<file path="config.mk">
export PLATFORM = sky130hd
export DESIGN_NAME = tps_timer_prescaler
export DESIGN_NICKNAME = d
export VERILOG_FILES = /design/src/hw/tps_pkg.sv /design/src/hw/tps_timer_prescaler.sv
export SDC_FILE = /design/constraint.sdc
export NUM_CORES = 1
export LEC_CHECK = 0
export ABC_CLOCK_PERIOD_IN_PS = 2900
export BUFFER_PORTS_ARGS = -buffer_cell sky130_fd_sc_hd__buf_2
export CAP_MARGIN = 40
export CORE_ASPECT_RATIO = 0.9
export CORE_MARGIN = 3
export CORE_UTILIZATION = 56
export CTS_BUF_LIST = sky130_fd_sc_hd__clkbuf_8
export CTS_CLUSTER_SIZE = 16
export DETAILED_ROUTE_END_ITERATION = 12
export GPL_TIMING_DRIVEN = 0
export PLACE_DENSITY = 0.9
export RECOVER_POWER = 25
export SETUP_SLACK_MARGIN = 0.15
export SLEW_MARGIN = 10
export SYNTH_ARGS = -nofsm -noshare
export SYNTH_HDL_FRONTEND = slang
export SYNTH_SLANG_ARGS = --single-unit
</file>
<file path="constraint.sdc">
create_clock -name sys_clk -period 2.9 [get_ports sys_clk]
set_input_delay 0.29 -clock sys_clk [delete_from_list [all_inputs] [get_ports sys_clk]]
set_output_delay 0.29 -clock sys_clk [all_outputs]
set_load 0.01 [all_outputs]
</file>
<file path="src/hw/tps_pkg.sv">
// Constants, types and register map for the shared timer prescaler block.
// Assumes one 10 MHz system clock and a plain single-cycle register port.
package tps_pkg;

  // Register offsets
  localparam logic [3:0] OFS_FLAGS = 4'h0;
  localparam logic [3:0] OFS_SFIO = 4'h1;
  localparam logic [3:0] OFS_IRQ_ENABLE = 4'h2;
  localparam logic [3:0] OFS_CLOCK_SELECT = 4'h3;
  localparam logic [3:0] OFS_COMPARE = 4'h4;
  localparam logic [3:0] OFS_COUNT = 4'h5;

  // Field positions
  localparam int BIT_OVERFLOW = 0;
  localparam int BIT_COMPARE = 1;
  localparam int BIT_PSR = 0;
  localparam int BIT_SFIO_RO = 4;
  localparam int CS_T0_LSB = 0;
  localparam int CS_T1_LSB = 4;

  // Reset values
  localparam logic [7:0] RST_FLAGS = 8'h00;
  localparam logic [7:0] RST_SFIO = 8'h00;
  localparam logic [7:0] RST_IRQ_ENABLE = 8'h00;
  localparam logic [7:0] RST_CLOCK_SELECT = 8'h00;
  localparam logic [7:0] RST_COMPARE = 8'h00;

  // Clock select codes
  localparam logic [2:0] CS_STOP = 3'h0;
  localparam logic [2:0] CS_DIRECT = 3'h1;
  localparam logic [2:0] CS_DIV8 = 3'h2;
  localparam logic [2:0] CS_DIV64 = 3'h3;
  localparam logic [2:0] CS_DIV256 = 3'h4;
  localparam logic [2:0] CS_DIV1024 = 3'h5;
  localparam logic [2:0] CS_EXT_FALL = 3'h6;
  localparam logic [2:0] CS_EXT_RISE = 3'h7;

  // Prescaler tap widths and timer count
  localparam int PRESCALE_BITS = 10;
  localparam int TAP8_BITS = 3;
  localparam int TAP64_BITS = 6;
  localparam int TAP256_BITS = 8;
  localparam int TIMERS = 2;

  typedef struct packed {
    logic [3:0] addr;
    logic [7:0] wdata;
    logic write;
    logic read;
  } tps_bus_req_type;

  // Events from timer 0's counter, same clock domain
  typedef struct packed {
    logic [7:0] count;
    logic overflow;
    logic bottom_turn;
    logic phase_correct;
  } tps_t0_state_type;

endpackage

</file>
<file path="src/hw/tps_timer_prescaler.sv">
// Shared prescaler, clock-source select, count-pin sync and timer 0 flags.
// Assumes counters outside consume timer_tick pulses and report events back.
module tps_timer_prescaler (
  // Clock and reset
  input wire logic sys_clk,
  input wire logic reset,
  // Register port
  input wire tps_pkg::tps_bus_req_type bus_req,
  output logic [7:0] reg_rdata,
  // External count pins, index 0 for timer 0
  input wire logic [1:0] external_count_pin,
  // Processor side
  input wire logic global_irq_enable,
  input wire logic t0_overflow_vector_taken,
  input wire logic t0_compare_vector_taken,
  // Timer 0 counter feedback
  input wire tps_pkg::tps_t0_state_type t0_state,
  // Timer clocks and interrupt requests
  output logic [1:0] timer_tick,
  output logic t0_overflow_irq,
  output logic t0_compare_irq
);

  logic [7:0] timer_interrupt_flags;
  logic [7:0] special_function_io;
  logic [7:0] irq_enable;
  logic [7:0] clock_select_reg;
  logic [7:0] t0_compare_value;
  logic shared_prescaler_reset;
  logic [tps_pkg::PRESCALE_BITS-1:0] prescale_count;
  logic tap8;
  logic tap64;
  logic tap256;
  logic tap1024;
  logic [1:0] pin_meta;
  logic [1:0] pin_sync;
  logic [1:0] pin_prev;
  logic [1:0] pin_rise;
  logic [1:0] pin_fall;
  logic wr_flags;
  logic ovf_set;
  logic cmp_set;
  logic ovf_clear;
  logic cmp_clear;
  logic t0_overflow_irq_enable;
  logic t0_compare_irq_enable;

  assign wr_flags = bus_req.write && (bus_req.addr == tps_pkg::OFS_FLAGS);
  assign t0_overflow_irq_enable = irq_enable[tps_pkg::BIT_OVERFLOW];
  assign t0_compare_irq_enable = irq_enable[tps_pkg::BIT_COMPARE];

  // Plain control registers; the reset bit lives apart since it self-clears
  always_ff @(posedge sys_clk) begin
    if (reset) begin
      special_function_io <= tps_pkg::RST_SFIO;
      irq_enable <= tps_pkg::RST_IRQ_ENABLE;
      clock_select_reg <= tps_pkg::RST_CLOCK_SELECT;
      t0_compare_value <= tps_pkg::RST_COMPARE;
    end else if (bus_req.write) begin
      case (bus_req.addr)
        tps_pkg::OFS_SFIO: begin
          special_function_io <= bus_req.wdata;
        end
        tps_pkg::OFS_IRQ_ENABLE: begin
          irq_enable <= bus_req.wdata & 8'h03;
        end
        tps_pkg::OFS_CLOCK_SELECT: begin
          clock_select_reg <= bus_req.wdata & 8'h77; // Two independent select fields
        end
        tps_pkg::OFS_COMPARE: begin
          t0_compare_value <= bus_req.wdata;
        end
        default: begin
        end
      endcase
    end
  end

  // Prescaler reset request, one cycle, then gone
  always_ff @(posedge sys_clk) begin
    if (reset) begin
      shared_prescaler_reset <= 1'b0;
    end else begin
      shared_prescaler_reset <= bus_req.write && (bus_req.addr == tps_pkg::OFS_SFIO)
                                && bus_req.wdata[tps_pkg::BIT_PSR];
    end
  end

  // Free-running divider shared by both timers; reset hits both phases
  always_ff @(posedge sys_clk) begin
    if (reset) begin
      prescale_count <= '0;
    end else if (shared_prescaler_reset) begin
      prescale_count <= '0;
    end else begin
      prescale_count <= prescale_count + 1'b1;
    end
  end

  // Tap pulses on the last count of each divide period
  assign tap8 = &prescale_count[tps_pkg::TAP8_BITS-1:0];
  assign tap64 = &prescale_count[tps_pkg::TAP64_BITS-1:0];
  assign tap256 = &prescale_count[tps_pkg::TAP256_BITS-1:0];
  assign tap1024 = &prescale_count;

  // Count pins: two flops stand in for the latch plus sync register
  always_ff @(posedge sys_clk) begin
    if (reset) begin
      pin_meta <= 2'h0;
      pin_sync <= 2'h0;
      pin_prev <= 2'h0;
    end else begin
      pin_meta <= external_count_pin;
      pin_sync <= pin_meta;
      pin_prev <= pin_sync;
    end
  end

  assign pin_rise = pin_sync & ~pin_prev;
  assign pin_fall = ~pin_sync & pin_prev;

  // Per-timer source select; the pin path skips the divider entirely
  genvar t;
  generate
    for (t = 0; t < tps_pkg::TIMERS; t++) begin : g_tick
      logic [2:0] cs;
      assign cs = clock_select_reg[t*4 +: 3];
      always_ff @(posedge sys_clk) begin
        if (reset) begin
          timer_tick[t] <= 1'b0;
        end else begin
          case (cs)
            tps_pkg::CS_STOP: timer_tick[t] <= 1'b0;
            tps_pkg::CS_DIRECT: timer_tick[t] <= 1'b1;
            tps_pkg::CS_DIV8: timer_tick[t] <= tap8;
            tps_pkg::CS_DIV64: timer_tick[t] <= tap64;
            tps_pkg::CS_DIV256: timer_tick[t] <= tap256;
            tps_pkg::CS_DIV1024: timer_tick[t] <= tap1024;
            tps_pkg::CS_EXT_FALL: timer_tick[t] <= pin_fall[t];
            tps_pkg::CS_EXT_RISE: timer_tick[t] <= pin_rise[t];
            default: timer_tick[t] <= 1'b0;
          endcase
        end
      end
    end
  endgenerate

  // Timer 0 flag events
  assign ovf_set = t0_state.phase_correct ? t0_state.bottom_turn : t0_state.overflow;
  assign cmp_set = timer_tick[0] && (t0_state.count == t0_compare_value);
  assign ovf_clear = t0_overflow_vector_taken || (wr_flags && bus_req.wdata[tps_pkg::BIT_OVERFLOW]);
  assign cmp_clear = t0_compare_vector_taken || (wr_flags && bus_req.wdata[tps_pkg::BIT_COMPARE]);

  // Flags: a set in the clearing cycle survives so no event is dropped
  always_ff @(posedge sys_clk) begin
    if (reset) begin
      timer_interrupt_flags <= tps_pkg::RST_FLAGS;
    end else begin
      if (ovf_set) begin
        timer_interrupt_flags[tps_pkg::BIT_OVERFLOW] <= 1'b1;
      end else if (ovf_clear) begin
        timer_interrupt_flags[tps_pkg::BIT_OVERFLOW] <= 1'b0;
      end
      if (cmp_set) begin
        timer_interrupt_flags[tps_pkg::BIT_COMPARE] <= 1'b1;
      end else if (cmp_clear) begin
        timer_interrupt_flags[tps_pkg::BIT_COMPARE] <= 1'b0;
      end
    end
  end

  // Interrupt requests, registered so outputs come from flops
  always_ff @(posedge sys_clk) begin
    if (reset) begin
      t0_overflow_irq <= 1'b0;
      t0_compare_irq <= 1'b0;
    end else begin
      t0_overflow_irq <= global_irq_enable && t0_overflow_irq_enable
                         && timer_interrupt_flags[tps_pkg::BIT_OVERFLOW];
      t0_compare_irq <= global_irq_enable && t0_compare_irq_enable
                        && timer_interrupt_flags[tps_pkg::BIT_COMPARE];
    end
  end

  // Read data one cycle after the strobe; unmapped offsets read zero
  always_ff @(posedge sys_clk) begin
    if (reset) begin
      reg_rdata <= 8'h00;
    end else if (bus_req.read) begin
      case (bus_req.addr)
        tps_pkg::OFS_FLAGS: reg_rdata <= timer_interrupt_flags;
        tps_pkg::OFS_SFIO: reg_rdata <= special_function_io & 8'hee;
        tps_pkg::OFS_IRQ_ENABLE: reg_rdata <= irq_enable;
        tps_pkg::OFS_CLOCK_SELECT: reg_rdata <= clock_select_reg;
        tps_pkg::OFS_COMPARE: reg_rdata <= t0_compare_value;
        tps_pkg::OFS_COUNT: reg_rdata <= t0_state.count;
        default: reg_rdata <= 8'h00;
      endcase
    end else begin
      reg_rdata <= 8'h00;
    end
  end
endmodule

</file>
==> results of run 1 <==
==> critical path: stages (launching register included) <==
cell and delay, ns:
dfxtp_1 0.36, ha_1 0.25, ha_1 0.21, inv_1 0.04
o21ai_0 0.24, o32ai_1 0.13, nor4_2 0.23
==> logic make-up after synthesis <==
kind of cell / count (synthesis)
simple gates: 101
buf+inv: 18
flops: 53
fa+ha+maj: 2
mux: 35
xor+xnor: 13
compound gates: 29
==> power groups by stage <==
stage               clock [uW]  sequential (uW)  combinational [uW]
floorplan                    0              764                66.9
global placement             0              766                 109
detailed placement           0              767                 112
CTS                        390              750                 113
global route               419              752                 125
finish                     380              750                 114
==> cells in the final DEF (no fill, tap or decap), drive strengths merged, types with 6 or more instances in the layout <==
master | netlist | layout
clkbuf | 6 | 17
mux2i | 32 | 32
nand3 | 7 | 7
nor2b | 11 | 11
o21ai | 6 | 6
a21oi | 6 | 6
nor2 | 46 | 46
dfxtp | 53 | 53
xnor2 | 8 | 8
buf | 4 | 39
inv | 8 | 8
nand2 | 13 | 13
==> layer usage <==
metal / GRT usage / routed length (um)
met5: 0 / 0
met4: 0.113 / 136
met3: 0.0485 / 450
met2: 0.362 / 2480
met1: 0.308 / 2320
==> per-stage QoR <==
step                total power [uW]  hold WS (ns)  setup WS, ns  instance area, um^2   util
floorplan                        831         0.414          1.59                 2380      -
global placement                 874         0.418          1.42                 2640  0.679
detailed placement               879         0.429          1.40                 2640  0.679
CTS                             1250         0.196          1.36                 2720  0.698
global route                    1300         0.216          1.19                 2710  0.696
finish                          1240         0.196          1.35                 2710  0.696
==> area by class of cell <==
class	count	area, um^2
clock buffers	5	68.8
flip-flops and latches	53	1060
well taps	46	57.6
clock inverters	1	5.00
plain buffers	10	46.3
multi-input cells	180	1240
fillers	323	1180
inverters	8	30.0
repair buffers	41	199
==> final timing paths <==
path	from	end	slack (ns)	cells past startpoint
worst max-delay path	prescale_count[0]	timer_tick[1]	1.35	6
worst min-delay path	external_count_pin[1]	pin_meta[1]	0.20	2
worst max register to register	prescale_count[0]	timer_tick[1]	1.35	6
worst min register to register	pin_meta[1]	pin_sync[1]	0.44	1
==> impl_results.md, run 1 <==
* EDFF count, synth at 0
* Layout net count at 333
* Htree depth at 2
* Die Width at 74.7 um
* Dominant synthesized flop cell: dfxtp_1
* GPL Wtd Cong at 0.941
* DRC errors left at 0
* Largest net degree at the start of global routing at 15
* Static Leak at 0.00121 uW
* Avg Cell Area, Syn at 9.48 um^2
* Comb pwr share at 0.092
* Pwr dens at 460 mW/mm^2
* Adder-Cell Fraction of Synth Area at 0.0105
* Cells after Synth at 251
* Max Slew Vio Count at 0
* Initial core utilization at 0.612
* Post-synthesis instance area at 0.00238 mm^2
* DRT Wirelength at 5390 um
* Biggest regs: prescale_count x10, reg_rdata x8, t0_compare_value x8
* Share of layout cells above drive strength 1 at 0.181
* WP data required at 3.12 ns
* Clock root buffer: clkbuf_8
* Internal at 948 uW
* Fmax achieved at 644 MHz
* Port Buffers at 41
* Tcrit/Tclk final at 0.536
* GRT overflow at 0
* Die H at 67.8 um
* Dominant cells by area after synthesis: dfxtp_1 45%, mux2i_1 13%, nor2_1 6.9%, xnor2_1 2.9%, nor2b_1 2.6%
* Area Overhead vs Synth at 13.7%
* Inserted Clock Buffers at 5
* # IOs at 44
* HPWL Detailed at 3980 um
* Commonest cells post-synth: 53 x dfxtp_1, 44 x nor2_1, 32 x mux2i_1, 13 x nand2_1, 10 x nor2b_1
* Max reg flops at 10
* Seq cells post-synth at 53
* Kind of critical path: reg -> reg
* Yosys warnings at 0
* Num rows at 21
* Max-Cap Viols at 0
* Simple-Gate Fraction of Synth Area at 0.224
* Vias in the first global route at 1926
* CTS tree: built
* Worst relative slew slack at 0.612
* Largest family of logic cells by synthesized area: simple AND/OR/NAND/NOR gates
* Final ANT Viol Nets at 0
* Endpoints failing setup at 0
* Wire per inst at 15.7 um
* Synth area leader: dfxtp_1
* Routed via count at 2006
* Endpoint type of the worst setup path: flip-flop
* DP Cell Count at 338
* Register area share after synthesis at 0.446
* Die area at 0.00507 mm^2
* Minimum clock period at 1.55 ns
* Setup crit start kind: flip-flop
* Sink Count at 53
* Fin Setup TNS at 0 ns
* Compound-gate portion of the synthesized area at 0.0852
* Post-CTS Resized at 0
* Max Clock Skew at 0.00391 ns
* Mapped Nets at 285
* DR iter-0 viols at 210
* FFs w/ async S/R, synth at 0
* First-pass GRT wire length at 8890 um
* RSZ-0062 raised after global routing: false
* Slew @ Worst Pin at 0.582 ns
* Core area at 0.00389 mm^2
* Clock share of power at 0.306
* Insertion delay to the later sink of the worst-skew pair at 0.31 ns
* Switching Fraction at 0.238
* Switching power at 296 uW
* Antenna Cells at 0
* Final Hold Violating Endpoints at 0
* Critical Path Fanout Max at 4
* Biggest register: prescale_count
* XOR/XNOR share of the synthesized area at 0.0479
* GRT Util Overall at 0.233
* Longest Clk Path Bufs at 2
* Most common cell in the synthesized netlist: dfxtp_1
* Top cell type's share of synthesized area at 0.446
* Clock transition at path regs at 0.08 ns
* HP Class: in -> reg
* Post-synthesis mux area share at 0.154
* Via-to-Cell Ratio at 5.83
* Antenna violations before repair at 0
* Status: complete, no violations
* Sequential share of power at 0.603
* VDD IR max at 310 uV
* Drt first pass iters at 4
* Final std cells w/o fill at 344
* Synth cell types at 45
* Post-CTS Setup Inserts at 0
* Post-cts hold buffer count at 0
* Crit path DAT at 1.77 ns
Note: power is estimated with default switching activity, not from simulation.
==> inputs of run 2 (changes only) <==
- ABC_CLOCK_PERIOD_IN_PS: 2900 -> 1450
- clock period: 2.9 -> 1.45 ns (I/O delays scaled with it)
==> run 2 against run 1 <==
Clock power is 130% higher. Sequential share of layout area decreased by 1.7 points. Setup slack got worse by 1.3 ns. Maximum frequency grew 10%. First-iteration DRC count shrank 7.1%. Via count fell by 0.35%. Register-to-register slack got worse by 1.3 ns. Critical path depth fell by 1. Utilization is 4.0 points higher. Final area increased by 5.8%. Clock-buffer cell count rose by 1.
==> impl_results.md, run 2 (synthesized netlist as in run 1, its figures left out) <==
* Status: complete, no violations (unchanged)
* GRT overflow at 0 (unchanged)
* HPWL Detailed at 3790 um (was 3980 um)
* Total Power at 2620 uW (was 1240 uW)
* Max-Cap Viols at 0 (unchanged)
* Critical Path Fanout Max at 4 (unchanged)
* Area Overhead vs Synth at 20.3% (was 13.7%)
* Layout net count at 334 (was 333)
* Biggest register: prescale_count (unchanged)
* Fin Setup TNS at 0 ns (unchanged)
* Routed via count at 1999 (was 2006)
* Clock transition at path regs at 0.09 ns (was 0.08 ns)
* RSZ-0062 raised after global routing: true (was false)
* Inserted Clock Buffers at 5 (unchanged)
* Setup crit start kind: flip-flop (unchanged)
* Most frequent cells in the layout: 45 x dfxtp_1, 43 x nor2_1, 32 x buf_2, 32 x mux2i_1, 16 x clkbuf_1 (was 53 x dfxtp_1, 45 x nor2_1, 37 x buf_2, 32 x mux2i_1, 13 x nand2_1)
* Vias in the first global route at 1914 (was 1926)
* Tcrit/Tclk final at 0.971 (was 0.536)
* Core area at 0.00389 mm^2 (unchanged)
* VDD IR max at 689 uV (was 310 uV)
* Max reg flops at 10 (unchanged)
* Final ANT Viol Nets at 0 (unchanged)
* First-pass GRT wire length at 9410 um (was 8890 um)
* Antenna Cells at 0 (unchanged)
* Endpoints failing setup at 0 (unchanged)
* Fillcell total at 288 (was 323)
* WP data required at 1.67 ns (was 3.12 ns)
* Max Clock Skew at 0.00666 ns (was 0.00391 ns)
* Antenna violations before repair at 0 (unchanged)
* DP Cell Count at 338 (unchanged)
* DRT Wirelength at 5810 um (was 5390 um)
* Wire per inst at 16.8 um (was 15.7 um)
* Slew @ Worst Pin at 0.564 ns (was 0.582 ns)
* Pwr dens at 916 mW/mm^2 (was 460 mW/mm^2)
* Max Slew Vio Count at 0 (unchanged)
* Most common cell after layout, fill and taps aside: dfxtp_1 (unchanged)
* Multi-input gate area at 0.00136 mm^2 (was 0.00124 mm^2)
* Die area at 0.00507 mm^2 (unchanged)
* Sink Count at 53 (unchanged)
* DRC errors left at 0 (unchanged)
* Die Width at 74.7 um (unchanged)
* # IOs at 44 (unchanged)
* Port Buffers at 41 (unchanged)
* Longest Clk Path Bufs at 2 (unchanged)
* HP Class: in -> reg (unchanged)
* Worst relative slew slack at 0.624 (was 0.612)
* Final std cells w/o fill at 347 (was 344)
* Num rows at 21 (unchanged)
* Final Hold Violating Endpoints at 0 (unchanged)
* Kind of critical path: reg -> reg (unchanged)
* Largest net degree at the start of global routing at 17 (was 15)
* Register area at 0.00107 mm^2 (was 0.00106 mm^2)
* Fmax achieved at 710 MHz (was 644 MHz)
* Htree depth at 2 (unchanged)
* Static Leak at 0.00124 uW (was 0.00121 uW)
* Initial core utilization at 0.612 (unchanged)
* Biggest regs: prescale_count x10, reg_rdata x8, t0_compare_value x8 (unchanged)
* GRT Util Overall at 0.251 (was 0.233)
* Via-to-Cell Ratio at 5.76 (was 5.83)
* GPL Wtd Cong at 0.887 (was 0.941)
* Minimum clock period at 1.41 ns (was 1.55 ns)
* Endpoint type of the worst setup path: flip-flop (unchanged)
* CTS tree: built (unchanged)
* Die H at 67.8 um (unchanged)
* Clock root buffer: clkbuf_8 (unchanged)
* Insertion delay to the later sink of the worst-skew pair at 0.31 ns (about the same)
* DR iter-0 viols at 195 (was 210)
* Post-cts hold buffer count at 0 (unchanged)
* Drt first pass iters at 4 (unchanged)
* Share of layout cells above drive strength 1 at 0.252 (was 0.181)
* Crit path DAT at 1.62 ns (was 1.77 ns)
[run 2: changes by cell type in the layout (fill, tap and decap cells not counted), moves of 4 or more]
cell,before,now
dfxtp_2,0,7
clkbuf_1,12,16
dfxtp_1,53,45
buf_2,37,32
[run 2: power by group]
part	internal, uW	switching [uW]
Sequential	1480	24.6
Clock	388	484
Combinational	108	135
[run 2: stage by stage]
step	cell area, um^2	hold WS (ns)	util	setup WS (ns)
floorplan	2380	0.273	-	0.151
finish	2860	0.0423	0.736	0.0418
CTS	2850	0.0468	0.734	0.133
detailed placement	2640	0.369	0.680	0.00431
global route	2860	0.0484	0.736	0.0273
global placement	2640	0.353	0.680	0.0379
[run 2: worst max-delay path: stages, from the launching register on]
cell and delay, ns:
dfxtp_2 0.37, ha_4 0.17, nand3_2 0.14, nor3_4 0.26
o21ai_1 0.13, a311oi_2 0.24
[run 2: layout make-up]
cell class / count / share of cell area
multi-input cells: 180 / 0.474
plain buffers: 10 / 0.0171
repair buffers: 42 / 0.0695
flip-flops and latches: 53 / 0.375
clock inverters: 2 / 0.00481
well taps: 46 / 0.0201
clock buffers: 6 / 0.0289
inverters: 8 / 0.0105
[run 2: worst paths after layout]
| check | slack, ns | endpoint | startpoint | cells past startpoint |
|---|---|---|---|---|
| setup / recovery | 0.04 | timer_tick[0] | prescale_count[1] | 5 |
| hold / removal | 0.04 | pin_meta[1] | external_count_pin[1] | 2 |
| setup reg to reg | 0.04 | timer_tick[0] | prescale_count[1] | 5 |
| hold reg to reg | 0.45 | pin_sync[0] | pin_meta[0] | 1 |
[run 2: what timing repair did]
action,4_1_cts,5_1_grt
resized for setup,24,7
setup endpoints to repair,2,6
buffers inserted,1,0
pin swaps,5,4
[run 2: per-layer routing]
metal / up-vias / GRT usage / share of wire
met2: 88 / 0.419 / 0.48
met5: - / 0 / 0
met1: 919 / 0.309 / 0.42
met3: 16 / 0.0720 / 0.076
met4: 0 / 0.0933 / 0.023
li1: 976 / - / -
==> inputs of run 3 (changes only) <==
- RECOVER_POWER: 25 -> default
==> run 3 against run 2 <==
Flip-flop and latch count stayed put. Final area grew 0.48%. Highest routed layer unchanged. Die area did not move. First-iteration DRC count rose by 0.51%. Clock-buffer cell count unchanged. Largest cell class unchanged. Maximum frequency shrank 0.65%. Wire length is essentially flat. Sequential share of layout area fell by 0.18 points. Critical path type unchanged.
==> impl_results.md, run 3 (synthesized netlist as in run 1, its figures left out) <==
* Endpoint type of the worst setup path: flip-flop (unchanged)
* Max reg flops at 10 (unchanged)
* Port Buffers at 41 (unchanged)
* Worst relative slew slack at 0.621 (was 0.624)
* Crit-path leading delay family: simple AND/OR/NAND/NOR gates (unchanged)
* Largest net degree at the start of global routing at 17 (unchanged)
* Biggest register: prescale_count (unchanged)
* Max Clock Skew at 0.00743 ns (was 0.00666 ns)
* CTS tree: built (unchanged)
* Biggest regs: prescale_count x10, reg_rdata x8, t0_compare_value x8 (unchanged)
* GRT overflow at 0 (unchanged)
* HP Class: in -> reg (unchanged)
* Most frequent cells in the layout: 45 x dfxtp_1, 43 x buf_2, 43 x nor2_1, 32 x mux2i_1, 13 x nand2_1 (was 45 x dfxtp_1, 43 x nor2_1, 32 x buf_2, 32 x mux2i_1, 16 x clkbuf_1)
* HPWL Detailed at 3790 um (unchanged)
* Core area at 0.00389 mm^2 (unchanged)
* CP Cell Sequence: ha_4, nand3_2, nor3_4, o21ai_1, a311oi_2 (unchanged)
* Layout net count at 334 (unchanged)
* Routed via count at 2008 (was 1999)
* Crit. Startpoint: prescale_count[1] (unchanged)
* GPL Wtd Cong at 0.887 (unchanged)
* Sink Count at 53 (unchanged)
* Num rows at 21 (unchanged)
* Internal at 1980 uW (about the same)
* Slew @ Worst Pin at 0.569 ns (was 0.564 ns)
* Antenna violations before repair at 0 (unchanged)
* Clock share of power at 0.334 (was 0.333)
* Fin Setup TNS at 0 ns (unchanged)
* DP Cell Count at 338 (unchanged)
* Clock root buffer: clkbuf_8 (unchanged)
* Tcrit/Tclk final at 0.978 (was 0.971)
* Drt first pass iters at 4 (unchanged)
* Inserted Clock Buffers at 5 (unchanged)
* First-pass GRT wire length at 9410 um (unchanged)
* Final std cells w/o fill at 347 (unchanged)
* Pwr dens at 914 mW/mm^2 (was 916 mW/mm^2)
* # IOs at 44 (unchanged)
* Fmax achieved at 706 MHz (was 710 MHz)
* Die H at 67.8 um (unchanged)
* Reg-to-Reg Start: prescale_count[1] (unchanged)
* WP data required at 1.67 ns (about the same)
* Switching Fraction at 0.247 (was 0.246)
* Minimum clock period at 1.42 ns (was 1.41 ns)
* Sequential share of power at 0.573 (was 0.574)
* Die area at 0.00507 mm^2 (unchanged)
* Max-Cap Viols at 0 (unchanged)
* Most common cell after layout, fill and taps aside: dfxtp_1 (unchanged)
* DRT Wirelength at 5810 um (about the same)
* Final ANT Viol Nets at 0 (unchanged)
* Switching power at 650 uW (was 644 uW)
* DRC errors left at 0 (unchanged)
* Via-to-Cell Ratio at 5.79 (was 5.76)
* Status: complete, no violations (unchanged)
* Share of layout cells above drive strength 1 at 0.289 (was 0.252)
* Antenna Cells at 0 (unchanged)
* HP Start: external_count_pin[1] (unchanged)
* Htree depth at 2 (unchanged)
* Endpoints failing setup at 0 (unchanged)
* Post-cts hold buffer count at 0 (unchanged)
* Crit path buffers/inverters at 0 (unchanged)
* DR iter-0 viols at 196 (was 195)
* GRT Util Overall at 0.251 (unchanged)
* Area Overhead vs Synth at 20.9% (was 20.3%)
* Static Leak at 0.00129 uW (was 0.00124 uW)
* Setup crit start kind: flip-flop (unchanged)
* Initial core utilization at 0.612 (unchanged)
* Die Width at 74.7 um (unchanged)
* Insertion delay to the later sink of the worst-skew pair at 0.31 ns (about the same)
* Slowest cell delay on critical path at 0.37 ns (about the same)
* Clock transition at path regs at 0.09 ns (about the same)
* Kind of critical path: reg -> reg (unchanged)
* Vias in the first global route at 1914 (unchanged)
* Final Hold Slack at 0.0414 ns (was 0.0423 ns)
* RSZ-0062 raised after global routing: true (unchanged)
* Longest Clk Path Bufs at 2 (unchanged)
* Comb pwr share at 0.093 (about the same)
* VDD IR max at 689 uV (about the same)
* Slowest-stage cell, CP: dfxtp_2 (unchanged)
* Wire per inst at 16.8 um (about the same)
* Critical Path Fanout Max at 4 (unchanged)
* Crit path DAT at 1.63 ns (was 1.62 ns)
* Final Hold Violating Endpoints at 0 (unchanged)
* Max Slew Vio Count at 0 (unchanged)
==> run 3: changes by cell type in the layout (fill, tap and decap cells not counted) <==
cell / delta
clkbuf_1: -11
buf_2: +11
==> run 3: repair_timing <==
action	CTS	global route
pin swaps	5	4
setup buffers	1	0
resized for setup	24	7
endpoints found under the setup margin	2	6
==> run 3: final timing paths <==
path	endpoint	slack [ns]	cells after the start
worst max-delay path	timer_tick[0]	0.03	5
worst min-delay path	pin_meta[1]	0.04	2
worst max register to register	timer_tick[0]	0.03	5
worst min register to register	pin_sync[0]	0.44	1
==> run 3: metal layers <==
metal | wire length (um) | part of all wire | GRT usage
met1 | 2570 | 0.44 | 0.309
met2 | 2770 | 0.48 | 0.419
met3 | 341 | 0.059 | 0.0720
met4 | 130 | 0.022 | 0.0933
met5 | 0 | 0 | 0
==> run 3: final cells by class <==
type	instances	area (um^2)
clock inverter	2	13.8
timing repair buffer	42	213
clock buffer	6	82.6
buffer	10	48.8
fill	283	1010
multi-input combinational	180	1360
tap	46	57.6
inverter	8	30.0
sequential	53	1070
==> run 3: worst reg2reg max path: cells and delay by family, from the launching register on <==
family	cells	cell delay, ns
AO/OA/AOI/OAI	2	0.37
flip-flops	1	0.37
adder cells (fa/ha/maj)	1	0.18
AND/OR/NAND/NOR	2	0.40
==> run 3: through the flow <==
| step | util | instance area [um^2] | total power (uW) | setup WS, ns |
|---|---|---|---|---|
| 3_3_place_gp | 0.680 | 2640 | 1750 | 0.0379 |
| 5_1_grt | 0.739 | 2880 | 2730 | 0.0273 |
| 3_5_place_dp | 0.680 | 2640 | 1760 | 0.00431 |
| 4_1_cts | 0.734 | 2850 | 2630 | 0.133 |
| 2_1_floorplan | - | 2380 | 1660 | 0.151 |
| 6_report | 0.739 | 2880 | 2630 | 0.0326 |
==> run 3: power groups by stage <==
stage          clock network, uW  logic, uW  registers, uW
6_report                     878        244           1510
5_1_grt                      952        269           1510
4_1_cts                      889        238           1500
3_5_place_dp                   0        226           1530
3_3_place_gp                   0        217           1530
2_1_floorplan                  0        134           1530
